**src/shared/lift_policy_pkg.sv**
```systemverilog
// Constants, register map and carrier types of the lift call and door policy block
package lift_policy_pkg;
  // Register byte offsets
  localparam logic [3:0] REG_CFG      = 4'h0;
  localparam logic [3:0] REG_STATUS   = 4'h4;
  localparam logic [3:0] REG_IRQ_ST   = 4'h8;
  localparam logic [3:0] REG_IRQ_MASK = 4'hC;
  localparam int         CFG_W        = 28;
  localparam logic [CFG_W-1:0] CFG_RST = 28'h0000000;
  // Interrupt status bit positions
  localparam int IRQ_W       = 4;
  localparam int IRQ_DELETE  = 0;
  localparam int IRQ_FULL    = 1;
  localparam int IRQ_OUT     = 2;
  localparam int IRQ_RETRY   = 3;
  // Standard selector values
  localparam logic [1:0] STD_EN81 = 2'h0;
  localparam logic [1:0] STD_TRA  = 2'h1;
  localparam logic [1:0] STD_EXT  = 2'h2;
  // Interlock switch-off selector values
  localparam logic [1:0] LOCK_NEVER   = 2'h0;
  localparam logic [1:0] LOCK_ALWAYS  = 2'h1;
  localparam logic [1:0] LOCK_BETWEEN = 2'h2;
  // Mode indicator codes
  localparam logic [3:0] MODE_NORMAL  = 4'h0;
  localparam logic [3:0] MODE_TIMEOUT = 4'h2;
  localparam logic [3:0] MODE_OOO     = 4'hF;
  // Timing
  localparam int unsigned CLK_HZ       = 25_000_000;
  localparam int unsigned RETRY_S      = 10;
  localparam int unsigned RETRY_CYC    = RETRY_S * CLK_HZ;
  localparam int unsigned CONTACT_MS   = 200;
  localparam int unsigned CONTACT_CYC  = CONTACT_MS * (CLK_HZ / 1000);
  localparam int          TMR_W        = 28;

  typedef struct packed {
    logic       hinged_mode;
    logic       unlock_full;
    logic [1:0] lock_sel;
    logic       between_off;
    logic       double_door;
    logic       reopen;
    logic [1:0] standard;
    logic       force_pol;
    logic       barrier_pol;
    logic       single_side;
    logic [7:0] full_thr;
    logic [7:0] call_limit;
  } cfg_t;

  typedef enum logic [5:0] {
    F_RUN   = 6'b000001,
    F_RWAIT = 6'b000010,
    F_RETRY = 6'b000100,
    F_LIMIT = 6'b001000,
    F_LOWER = 6'b010000,
    F_OUT   = 6'b100000
  } fault_st_t;

  typedef enum logic [2:0] {
    D_IDLE   = 3'b001,
    D_FIRST  = 3'b010,
    D_SECOND = 3'b100
  } door_st_t;

  typedef struct packed {
    cfg_t             cfg;
    logic [IRQ_W-1:0] irq_st;
    logic [IRQ_W-1:0] irq_mask;
    logic             ack;
    logic [31:0]      rdata;
    logic [7:0]       count;
    logic             activity;
    logic             del;
    logic             full;
    logic [1:0]       reserve;
    fault_st_t        fst;
    logic [TMR_W-1:0] tmr;
    logic             chk;
    logic             retry;
    logic [3:0]       mode;
    door_st_t         dst;
    logic             first2;
    logic             seen_open;
    logic             reopen;
    logic             to_group;
    logic             lb;
    logic             fl;
    logic             magnet_off;
    logic             unlock;
    logic             lc_off;
  } state_t;
endpackage : lift_policy_pkg

```
**src/hdl/lift_call_and_door_policy.sv**
```systemverilog
// Call cancellation, door sequencing, interlock and fault policy of a lift car
//
// Chosen here: the address map and the Avalon-MM interface to the registers.
`timescale 1ns/1ps
// Operation
// - Delete car calls after n idle travels
// - Hinged mode counts travels without door opening
// - Call count threshold enters pseudo full load
// - Single-sided access reserves car for calling side
// - Barrier polarity selects interrupted contact level
// - Force limiter polarity selects active contact level
// - Standard selector; extended checks contactor pull-in
// - TRA resumes when upper limit closes
// - EN81 lowers to bottom, then out of order
// - TRA retries after 10 s, second timeout stops
// - EN81 first timeout stops until mode change
// - Mode input: landing off or contactor monitor
// - Group landing call reopens closing door if set
// - Double door opens side 1, then side 2
// - Side 2 first when only side-2 calls
// - Magnets off when stopped between landings
// - Interlock selector never, inoperative, between only
// - Hinged unlock on opening or fully open
module lift_call_and_door_policy
  import lift_policy_pkg::*;
#(
  parameter int unsigned RETRY_CYCLES   = RETRY_CYC,
  parameter int unsigned CONTACT_CYCLES = CONTACT_CYC
) (
  // Clock and reset
  input  wire logic        core_clk_i,
  input  wire logic        nrst_i,
  // Avalon-MM slave
  input  wire logic [3:0]  address_i,
  input  wire logic        read_i,
  input  wire logic        write_i,
  input  wire logic [31:0] writedata_i,
  output logic [31:0]      readdata_o,
  output logic             waitrequest_o,
  output logic             irq_o,
  // Car calls and user activity
  input  wire logic        travel_done_i,
  input  wire logic        by_car_call_i,
  input  wire logic        barrier_contact_i,
  input  wire logic        force_contact_i,
  input  wire logic        hinged_open_i,
  input  wire logic [7:0]  car_calls_i,
  output logic             delete_calls_o,
  output logic             full_load_o,
  output logic             barrier_int_o,
  output logic             force_act_o,
  // Single-sided access
  input  wire logic        idle_closed_i,
  input  wire logic        landing_call_i,
  input  wire logic        landing_side2_i,
  input  wire logic [1:0]  side_pending_i,
  output logic [1:0]       reserve_o,
  // Faults and standard
  input  wire logic        limit_hit_i,
  input  wire logic        limit_closed_i,
  input  wire logic        at_bottom_i,
  input  wire logic        time_exceeded_i,
  input  wire logic        travel_start_i,
  input  wire logic        mode_change_i,
  input  wire logic        mode_dependent_input_i,
  output logic             lower_car_o,
  output logic             retry_travel_o,
  output logic             out_of_service_o,
  output logic [3:0]       mode_code_o,
  output logic             landing_ctrl_off_o,
  // Doors and interlocks
  input  wire logic        group_i,
  input  wire logic        door_closing_i,
  input  wire logic        same_dir_call_i,
  input  wire logic        arrival_i,
  input  wire logic [1:0]  car_call_side_i,
  input  wire logic [1:0]  land_call_side_i,
  input  wire logic [1:0]  door_closed_i,
  input  wire logic        stopped_between_i,
  input  wire logic        inoperative_i,
  input  wire logic        car_door_opening_i,
  input  wire logic        car_door_open_i,
  output logic             reopen_door_o,
  output logic             call_to_group_o,
  output logic [1:0]       door_open_o,
  output logic             magnet_off_o,
  output logic             hinged_unlock_o
);
  state_t           s;
  state_t           n;
  logic             lb_now;
  logic             fl_now;
  logic             act_now;
  logic             tra;
  logic [1:0]       side_now;
  logic [IRQ_W-1:0] ev;
  logic [IRQ_W-1:0] w1c;
  logic             do_wr;
  logic             inop;

  assign lb_now   = s.cfg.barrier_pol ? ~barrier_contact_i : barrier_contact_i;
  assign fl_now   = s.cfg.force_pol ? ~force_contact_i : force_contact_i;
  assign act_now  = s.cfg.hinged_mode ? hinged_open_i : lb_now;
  assign tra      = (s.cfg.standard == STD_TRA);
  assign side_now = landing_side2_i ? 2'b10 : 2'b01;
  assign do_wr    = write_i & s.ack;
  assign w1c      = (do_wr && address_i == REG_IRQ_ST) ? writedata_i[IRQ_W-1:0] : '0;
  assign inop     = inoperative_i | (s.fst == F_OUT);

  always_comb begin
    n = s;
    ev = '0;
    // Bus answers one cycle after the request appears
    n.ack = (read_i | write_i) & ~s.ack;
    case (address_i)
      REG_CFG:      n.rdata = {{(32-CFG_W){1'b0}}, s.cfg};
      REG_STATUS:   n.rdata = {8'h00, s.fst, s.reserve, s.full, 3'h0, s.mode, s.count};
      REG_IRQ_ST:   n.rdata = {{(32-IRQ_W){1'b0}}, s.irq_st};
      default:      n.rdata = {{(32-IRQ_W){1'b0}}, s.irq_mask};
    endcase
    if (do_wr && address_i == REG_CFG) begin
      n.cfg = writedata_i[CFG_W-1:0];
    end
    if (do_wr && address_i == REG_IRQ_MASK) begin
      n.irq_mask = writedata_i[IRQ_W-1:0];
    end
    // Contact polarity
    n.lb = lb_now;
    n.fl = fl_now;
    // Idle travel counter; activity in the finishing cycle still counts
    n.del = 1'b0;
    if (act_now) begin
      n.activity = 1'b1;
      n.count = 8'h00;
    end
    if (travel_done_i && by_car_call_i && s.cfg.call_limit != 8'h00) begin
      n.activity = 1'b0;
      if (s.activity || act_now) begin
        n.count = 8'h00;
      end else if (s.count + 8'h01 >= s.cfg.call_limit) begin
        n.del = 1'b1;
        n.count = 8'h00;
      end else begin
        n.count = s.count + 8'h01;
      end
    end else if (travel_done_i) begin
      n.activity = 1'b0;
    end
    // Pseudo full load
    n.full = (s.cfg.full_thr != 8'h00) && (car_calls_i >= s.cfg.full_thr);
    // Single-sided reservation
    if (!s.cfg.single_side) begin
      n.reserve = 2'b00;
    end else if (s.reserve == 2'b00) begin
      if (idle_closed_i && landing_call_i) begin
        n.reserve = side_now;
      end
    end else if ((side_pending_i & s.reserve) == 2'b00 && door_closed_i == 2'b11) begin
      n.reserve = 2'b00;
    end
    // Mode-dependent input
    n.lc_off = tra & mode_dependent_input_i;
    // Fault handling
    n.retry = 1'b0;
    case (s.fst)
      F_RUN: begin
        if (travel_start_i && s.cfg.standard == STD_EXT) begin
          n.chk = 1'b1;
          n.tmr = '0;
        end else if (s.chk) begin
          n.tmr = s.tmr + 1'b1;
          if (mode_dependent_input_i) begin
            n.chk = 1'b0;
          end
        end
        if (limit_hit_i) begin
          n.fst = F_LIMIT;
          n.chk = 1'b0;
        end else if (time_exceeded_i) begin
          n.chk = 1'b0;
          n.tmr = '0;
          n.fst = tra ? F_RWAIT : F_OUT;
          n.mode = tra ? MODE_NORMAL : MODE_OOO;
        end else if (s.chk && !mode_dependent_input_i &&
                     s.tmr >= TMR_W'(CONTACT_CYCLES - 1)) begin
          n.chk = 1'b0;
          n.fst = F_OUT;
          n.mode = MODE_OOO;
        end
      end
      F_RWAIT: begin
        n.tmr = s.tmr + 1'b1;
        if (s.tmr >= TMR_W'(RETRY_CYCLES - 1)) begin
          n.retry = 1'b1;
          n.fst = F_RETRY;
        end
      end
      F_RETRY: begin
        if (time_exceeded_i) begin
          n.fst = F_OUT;
          n.mode = MODE_TIMEOUT;
        end else if (travel_done_i) begin
          n.fst = F_RUN;
        end
      end
      F_LIMIT: begin
        if (limit_closed_i) begin
          n.fst = tra ? F_RUN : F_LOWER;
        end
      end
      F_LOWER: begin
        if (at_bottom_i) begin
          n.fst = F_OUT;
          n.mode = MODE_OOO;
        end
      end
      F_OUT: begin
        if (mode_change_i) begin
          n.fst = F_RUN;
          n.mode = MODE_NORMAL;
        end
      end
      default: begin
        n.fst = F_RUN;
      end
    endcase
    if (n.fst == F_OUT && s.fst != F_OUT) begin
      ev[IRQ_OUT] = 1'b1;
    end
    // Group reopen
    n.reopen   = group_i & door_closing_i & same_dir_call_i & s.cfg.reopen;
    n.to_group = group_i & door_closing_i & same_dir_call_i & ~s.cfg.reopen;
    // Double door sequencing
    case (s.dst)
      D_IDLE: begin
        if (arrival_i && s.cfg.double_door) begin
          n.dst = D_FIRST;
          n.seen_open = 1'b0;
          n.first2 = (car_call_side_i == 2'b10) ||
                     (car_call_side_i == 2'b00 && land_call_side_i == 2'b10);
        end
      end
      D_FIRST: begin
        if (!door_closed_i[s.first2]) begin
          n.seen_open = 1'b1;
        end else if (s.seen_open) begin
          n.dst = D_SECOND;
          n.seen_open = 1'b0;
        end
      end
      D_SECOND: begin
        if (!door_closed_i[~s.first2]) begin
          n.seen_open = 1'b1;
        end else if (s.seen_open) begin
          n.dst = D_IDLE;
          n.seen_open = 1'b0;
        end
      end
      default: begin
        n.dst = D_IDLE;
      end
    endcase
    // Interlock magnets and hinged door unlock
    n.magnet_off = (s.cfg.between_off & stopped_between_i) |
                   (s.cfg.lock_sel == LOCK_ALWAYS && inop) |
                   (s.cfg.lock_sel == LOCK_BETWEEN && stopped_between_i);
    n.unlock = s.cfg.unlock_full ? car_door_open_i : (car_door_opening_i | car_door_open_i);
    // Events; a new event beats a clear in the same cycle
    ev[IRQ_DELETE] = n.del;
    ev[IRQ_FULL]   = n.full & ~s.full;
    ev[IRQ_RETRY]  = n.retry;
    n.irq_st = (s.irq_st & ~w1c) | ev;
  end

  always_ff @(posedge core_clk_i or negedge nrst_i) begin
    if (!nrst_i) begin
      s <= '{cfg: CFG_RST, fst: F_RUN, dst: D_IDLE, mode: MODE_NORMAL, default: '0};
    end else begin
      s <= n;
    end
  end

  assign readdata_o         = s.rdata;
  assign waitrequest_o      = (read_i | write_i) & ~s.ack;
  assign irq_o              = |(s.irq_st & s.irq_mask);
  assign delete_calls_o     = s.del;
  assign full_load_o        = s.full;
  assign barrier_int_o      = s.lb;
  assign force_act_o        = s.fl;
  assign reserve_o          = s.reserve;
  assign lower_car_o        = (s.fst == F_LOWER);
  assign retry_travel_o     = s.retry;
  assign out_of_service_o   = (s.fst == F_OUT);
  assign mode_code_o        = s.mode;
  assign landing_ctrl_off_o = s.lc_off;
  assign reopen_door_o      = s.reopen;
  assign call_to_group_o    = s.to_group;
  // Without double-door sequencing no side opens: door_open_o stays 2'b00 on arrival
  assign door_open_o        = (s.dst == D_FIRST)  ? (s.first2 ? 2'b10 : 2'b01) :
                              (s.dst == D_SECOND) ? (s.first2 ? 2'b01 : 2'b10) : 2'b00;
  assign magnet_off_o       = s.magnet_off;
  assign hinged_unlock_o    = s.unlock;
endmodule : lift_call_and_door_policy

```
**config.mk**
```make
export PLATFORM = sky130hd
export DESIGN_NAME = lift_call_and_door_policy
export DESIGN_NICKNAME = d
export VERILOG_FILES = /design/src/shared/lift_policy_pkg.sv /design/src/hdl/lift_call_and_door_policy.sv
export SDC_FILE = /design/constraint.sdc
export NUM_CORES = 1
export LEC_CHECK = 0
export BUFFER_PORTS_ARGS = -buffer_cell sky130_fd_sc_hd__buf_4
export CAP_MARGIN = 30
export CORE_MARGIN = 4
export CORE_UTILIZATION = 45
export DETAILED_ROUTE_END_ITERATION = 10
export GPL_ROUTABILITY_DRIVEN = 0
export GPL_TIMING_DRIVEN = 0
export PLACE_DENSITY = 0.67
export SKIP_LAST_GASP = 1
export SYNTH_ARGS = -nofsm -noshare
export SYNTH_HDL_FRONTEND = slang
export SYNTH_SLANG_ARGS = --single-unit
```
**constraint.sdc**
```tcl
create_clock -name core_clk_i -period 2.6 [get_ports core_clk_i]
set_input_delay 0.52 -clock core_clk_i [delete_from_list [all_inputs] [get_ports core_clk_i]]
set_output_delay 0.52 -clock core_clk_i [all_outputs]
set_load 0.02 [all_outputs]
```
---- Word-level counts from Yosys, hierarchy flattened ----
Index checks and enable logic that the tools add are counted.
cells by class
  equal/unequal tests ..................... 33
  reductions and logical operators ........ 36
  add/subtract/negate cells ............... 2
  mux-type cells .......................... 69
  bitwise operators ....................... 25
  order comparisons ....................... 6
operator list
  cell                     number
  $pmux W28 S3             1
  $mux W6                  10
  $mux W29                 2
  $mux W28                 2
  $pmux W28 S2             1
  $pmux W6 S6              1
  $mux W4                  8
  $add A28 B1 Y28 const B  1
  $ge A28 B23 Y1 const B   1
  $ge A28 B28 Y1 const B   1
  $mux W8                  3
  $mux W1                  22
  $mux W2                  9
  $ne A2 B2 Y1 const B     9
  $ge A8 B8 Y1             2
  $logic_and A1 B1 Y1      16
  $pmux W4 S4              1
  $reduce_bool A8 Y1       2
  $eq A6 B6 Y1 const B     2
  $mux W3                  4
  $eq A2 B2 Y1 const B     5
  $mux W5                  2
  $and A1 B1 Y1            9
  $mux W9                  1
  36 further kinds         56
storage, ports and cells
  word-level logic and storage cells ...... 207
  register bits after elaboration ......... 134
  output and inout bits ................... 54
  input port bits ......................... 79

---- Longest topological paths before layout ----
  word-level depth ........................ 11
  gate-level depth with buffers ........... 9
  depth with buffers taken out ............ 9

---- Worst setup path before layout ----
OpenSTA, ideal clock, no wires.
  path kind ............................... reg-to-reg
  start ................................... reg s[57] (netlist name)
  end ..................................... reg s[58] (netlist name)
  data arrival time ....................... 2.319 ns
  library setup time ...................... 0.068 ns
  stages on the path, launching flop included .. 10
  required time ........................... 2.532 ns
  clock period less this slack ............ 2.387 ns
  path slack .............................. 0.213 ns
  cell sequence ........................... dfrtp_1 -> ha_1 -> nand3_1 -> nor2_1 -> xor2_1 -> ha_1 -> a2111oi_0 -> nand2b_1 -> o21ai_1 -> a32o_1
between the ends
  cells in the longest elaborated chain, start to end .. 5
RTL lines
  what                    RTL line                                                            text
  start, declared         lift_call_and_door_policy.sv:89                                     state_t s;
  start signal, assigned  lift_call_and_door_policy.sv:279                                    s <= n;
  $add A8 B1 Y8 *         lift_call_and_door_policy.sv:140, lift_call_and_door_policy.sv:144
  $ge A8 B8 Y1            lift_call_and_door_policy.sv:140                                    end else if (s.count + 8'h01 >= s.cfg.call_limit) begin
  $mux W8 *               lift_call_and_door_policy.sv:140
  $mux W8 *               lift_call_and_door_policy.sv:138                                    if (s.activity || act_now) begin
  $mux W8 *               lift_call_and_door_policy.sv:136                                    if (travel_done_i && by_car_call_i && s.cfg.call_limit != 8'h00) begin
Mark *: on every way between the ends. The rest lies on a longest branch, timed or not.
A chain may end at the register's enable or synchronous reset.

---- Final worst setup path ----
  start ................................... in address_i[1]
  end ..................................... reg s[131] (netlist name)
between the ends
  cells in the longest elaborated chain, start to end .. 2
RTL lines
  what                 RTL line                          text
  start, declared      lift_call_and_door_policy.sv:34   input wire logic [3:0] address_i,
  $logic_not A4 Y1     lift_call_and_door_policy.sv:121  if (do_wr && address_i == REG_CFG) begin
  $logic_and A1 B1 Y1  lift_call_and_door_policy.sv:121
Every way passes these cells.

==> summary.txt <==
Slowest Stage Delay on Critical Path = 380 ps
final net count = 967
post-synth top area share = 46.0%
synth warn = 0
Worst VDD drop = 0.422 mV
setup ws final = 101 ps
Worst Setup Path Type = input pin to register
largest net degree at the start of global routing = 68
Initial DRC Count = 400
grt met2 use = 33.3%
gr ovfl total = 0
maximum operating frequency = 0.400 GHz
WP buf/inv = 4
# rows = 44
dpl hpwl = 13100 um
CP top delay family = buffers and inverters
EDFF count, synth = 0
Synth area leaders = dfrtp_1, nor2_1, buf_4
maximum root-to-sink buffer count = 2
Starting Density = 46.6%
Final ANT Viol Nets = 0
arrival time worst endpoint = 2790 ps
Max stage delay cell, worst path = buf_2
Leak = 4.17 nW
synthesized area = 6850 um^2
post-layout minimum cycle time = 2500 ps
IO Count = 133
TritonRoute pass-1 iters = 5
Mapped Cells = 723
Async SR Flop Fraction = 100%
Slew Limit Headroom = 35.3%
CP Max Fanout = 10
Worst EP required = 2890 ps
global-route wire length before repair = 28600 um
vias in the first global route = 5718
top cell type by total area after synthesis = dfrtp_1
final wirelength = 17500 um
drt wl/cell = 16.4 um
Fin. Hold Viols = 0
clock sinks = 128
Setup crit end kind = register
met1 usage = 26.4%
core area = 14700 um^2
placed cell count = 1034
crit path cell chain = buf_4 -> or3_1 -> clkbuf_1 -> nor2_2 -> and3_1 -> clkbuf_1 -> buf_2 -> mux2_2
actual slew at the worst max-slew pin = 968 ps
ys flop type = dfrtp_1
area delta synth->final = 26.4%
Die Width = 131 um
htree depth = 4
layout cells sized above 1 = 27.1%
worst slack at placement = -462 ps
Max-Cap Viols = 0
Die ar. = 17300 um^2
Syn Area/Cell = 9.47 um^2
Port Buffer Count = 123
worst skew pair latency = 410 ps
total track usage = 20.4%
GR peak layer = met2
DR vias = 5730
status = finished, final reports clean
antenna fix cells = 0
nature of the critical path startpoint = input pin
most frequent CP cell = clkbuf_1
initial antenna violation count = 0
final setup violation count = 0
Min Hold Slack = 68.4 ps
Synth cell types = 65
met3 Resource Use GR = 5.62%
Clock Skews = 7.61 ps
synth cell count leaders = dfrtp_1, nor2_1, nand2_1
crit share post-route = 96.1%
count leader, synth = dfrtp_1
total CTS buffers = 17
Hold Crit Class = input pin to async pin
Clk pin slew, worst setup/hold paths = 60 ps
root buffer cell = clkbuf_16
Fin Setup TNS = 0 ps
fin cells = 1065
Max Transition Viols Final = 0
drc violations = 0
Via density = 5.38
die height = 131 um
Seq/Total Area, Yosys = 46.8%
Hold-fix buffers, CTS = 0
Seq cells post-synth = 128
pwr dens = 771 nW/um^2
CTS tree = built
## metal layers
metal,up-vias,share of wire (%)
li1,2763,-
met5,-,0
met4,0,1.4
met2,197,47
met1,2751,45
met3,19,6.3
## cell families (layout without fill, tap and decap cells)
kind of cell    count (synthesis)  after routing  share of synthesized area, %
simple gates                  260            260                          18.5
compound gates                142            142                          13.4
flops                         128            128                          46.8
buf+inv                       105            260                          8.09
mux                            39             39                          6.05
xor+xnor                       30             30                          3.84
fa+ha+maj                      18             18                          3.29
other cells                     1              4                        0.0548
## layout by cell type, fill, tap and decap left out, types with 15 or more instances in the layout
cell	instances
a21oi_1	34
buf_4	161
clkbuf_1	23
clkbuf_16	17
dfrtp_1	125
ha_1	18
inv_1	34
mux2_2	18
mux2i_1	20
nand2_1	68
nand3_1	21
nor2_1	83
o21ai_0	41
xnor2_1	15
xor2_1	15
## stage by stage
stage,power (W),cell area (um^2),utilization (%)
finish,0.00668,8660,58.9
floorplan,0.00374,6860,-
CTS,0.00669,8630,58.7
global placement,0.00431,8010,54.5
global route,0.00703,8660,58.9
detailed placement,0.00438,8050,54.7
## where the power goes
| part | total, W | switching, W | internal (W) |
|---|---|---|---|
| Clock | 0.00230 | 0.000859 | 0.00144 |
| Sequential | 0.00253 | 0.000240 | 0.00229 |
| Combinational | 0.00184 | 0.00103 | 0.000812 |
| Total | 0.00668 | 0.00213 | 0.00455 |
## timing repair
item / CTS / global route
hold endpoints to repair: 0 / 0
setup buffers: 0 / 1
pin swaps: 0 / 1
resized for setup: 4 / 9
setup endpoints to repair: 18 / 34
## registers in the layout, summed over array words and instances (netlist names)
register and cells:
barrier_int_o 1, call_to_group_o 1, delete_calls_o 1, force_act_o 1
full_load_o 1, hinged_unlock_o 1, landing_ctrl_off_o 1, magnet_off_o 1
mode_code_o 2, readdata_o 28, reopen_door_o 1, reserve_o 2
retry_travel_o 1, s 86
## path summary, 6_finish.rpt
| check | from | depth (start not counted) | slack, ps | to |
|---|---|---|---|---|
| max reg2reg | s[57] | 9 | 120 | s[64] |
| max | address_i[1] | 8 | 100 | s[131] |
| min | nrst_i | 1 | 70 | s[8] |
| min in group core_clk_i | force_contact_i | 2 | 280 | force_act_o |
| max in group asynchronous | nrst_i | 2 | 1790 | s[100] |
| min reg2reg | s[127] | 1 | 480 | call_to_group_o |
## worst reg2reg max path, stage by stage (launching register included)
cell,delay [ps]
dfrtp_2,460
ha_1,240
nand3_1,130
nor2_1,70
xor2_1,160
ha_1,220
a2111oi_2,480
nand2b_1,170
o21ai_4,280
a32o_1,220
## area by class of cell
cell class,instances,area [um^2]
Multi-Input combinational cell,493,3130
Sequential cell,128,3210
Inverter,34,128
Clock inverter,11,116
Tap cell,184,230
Clock buffer,19,453
Timing Repair Buffer,125,962
Fill cell,1262,6040
Buffer,71,430
Note: power is estimated with default switching activity, not from simulation.
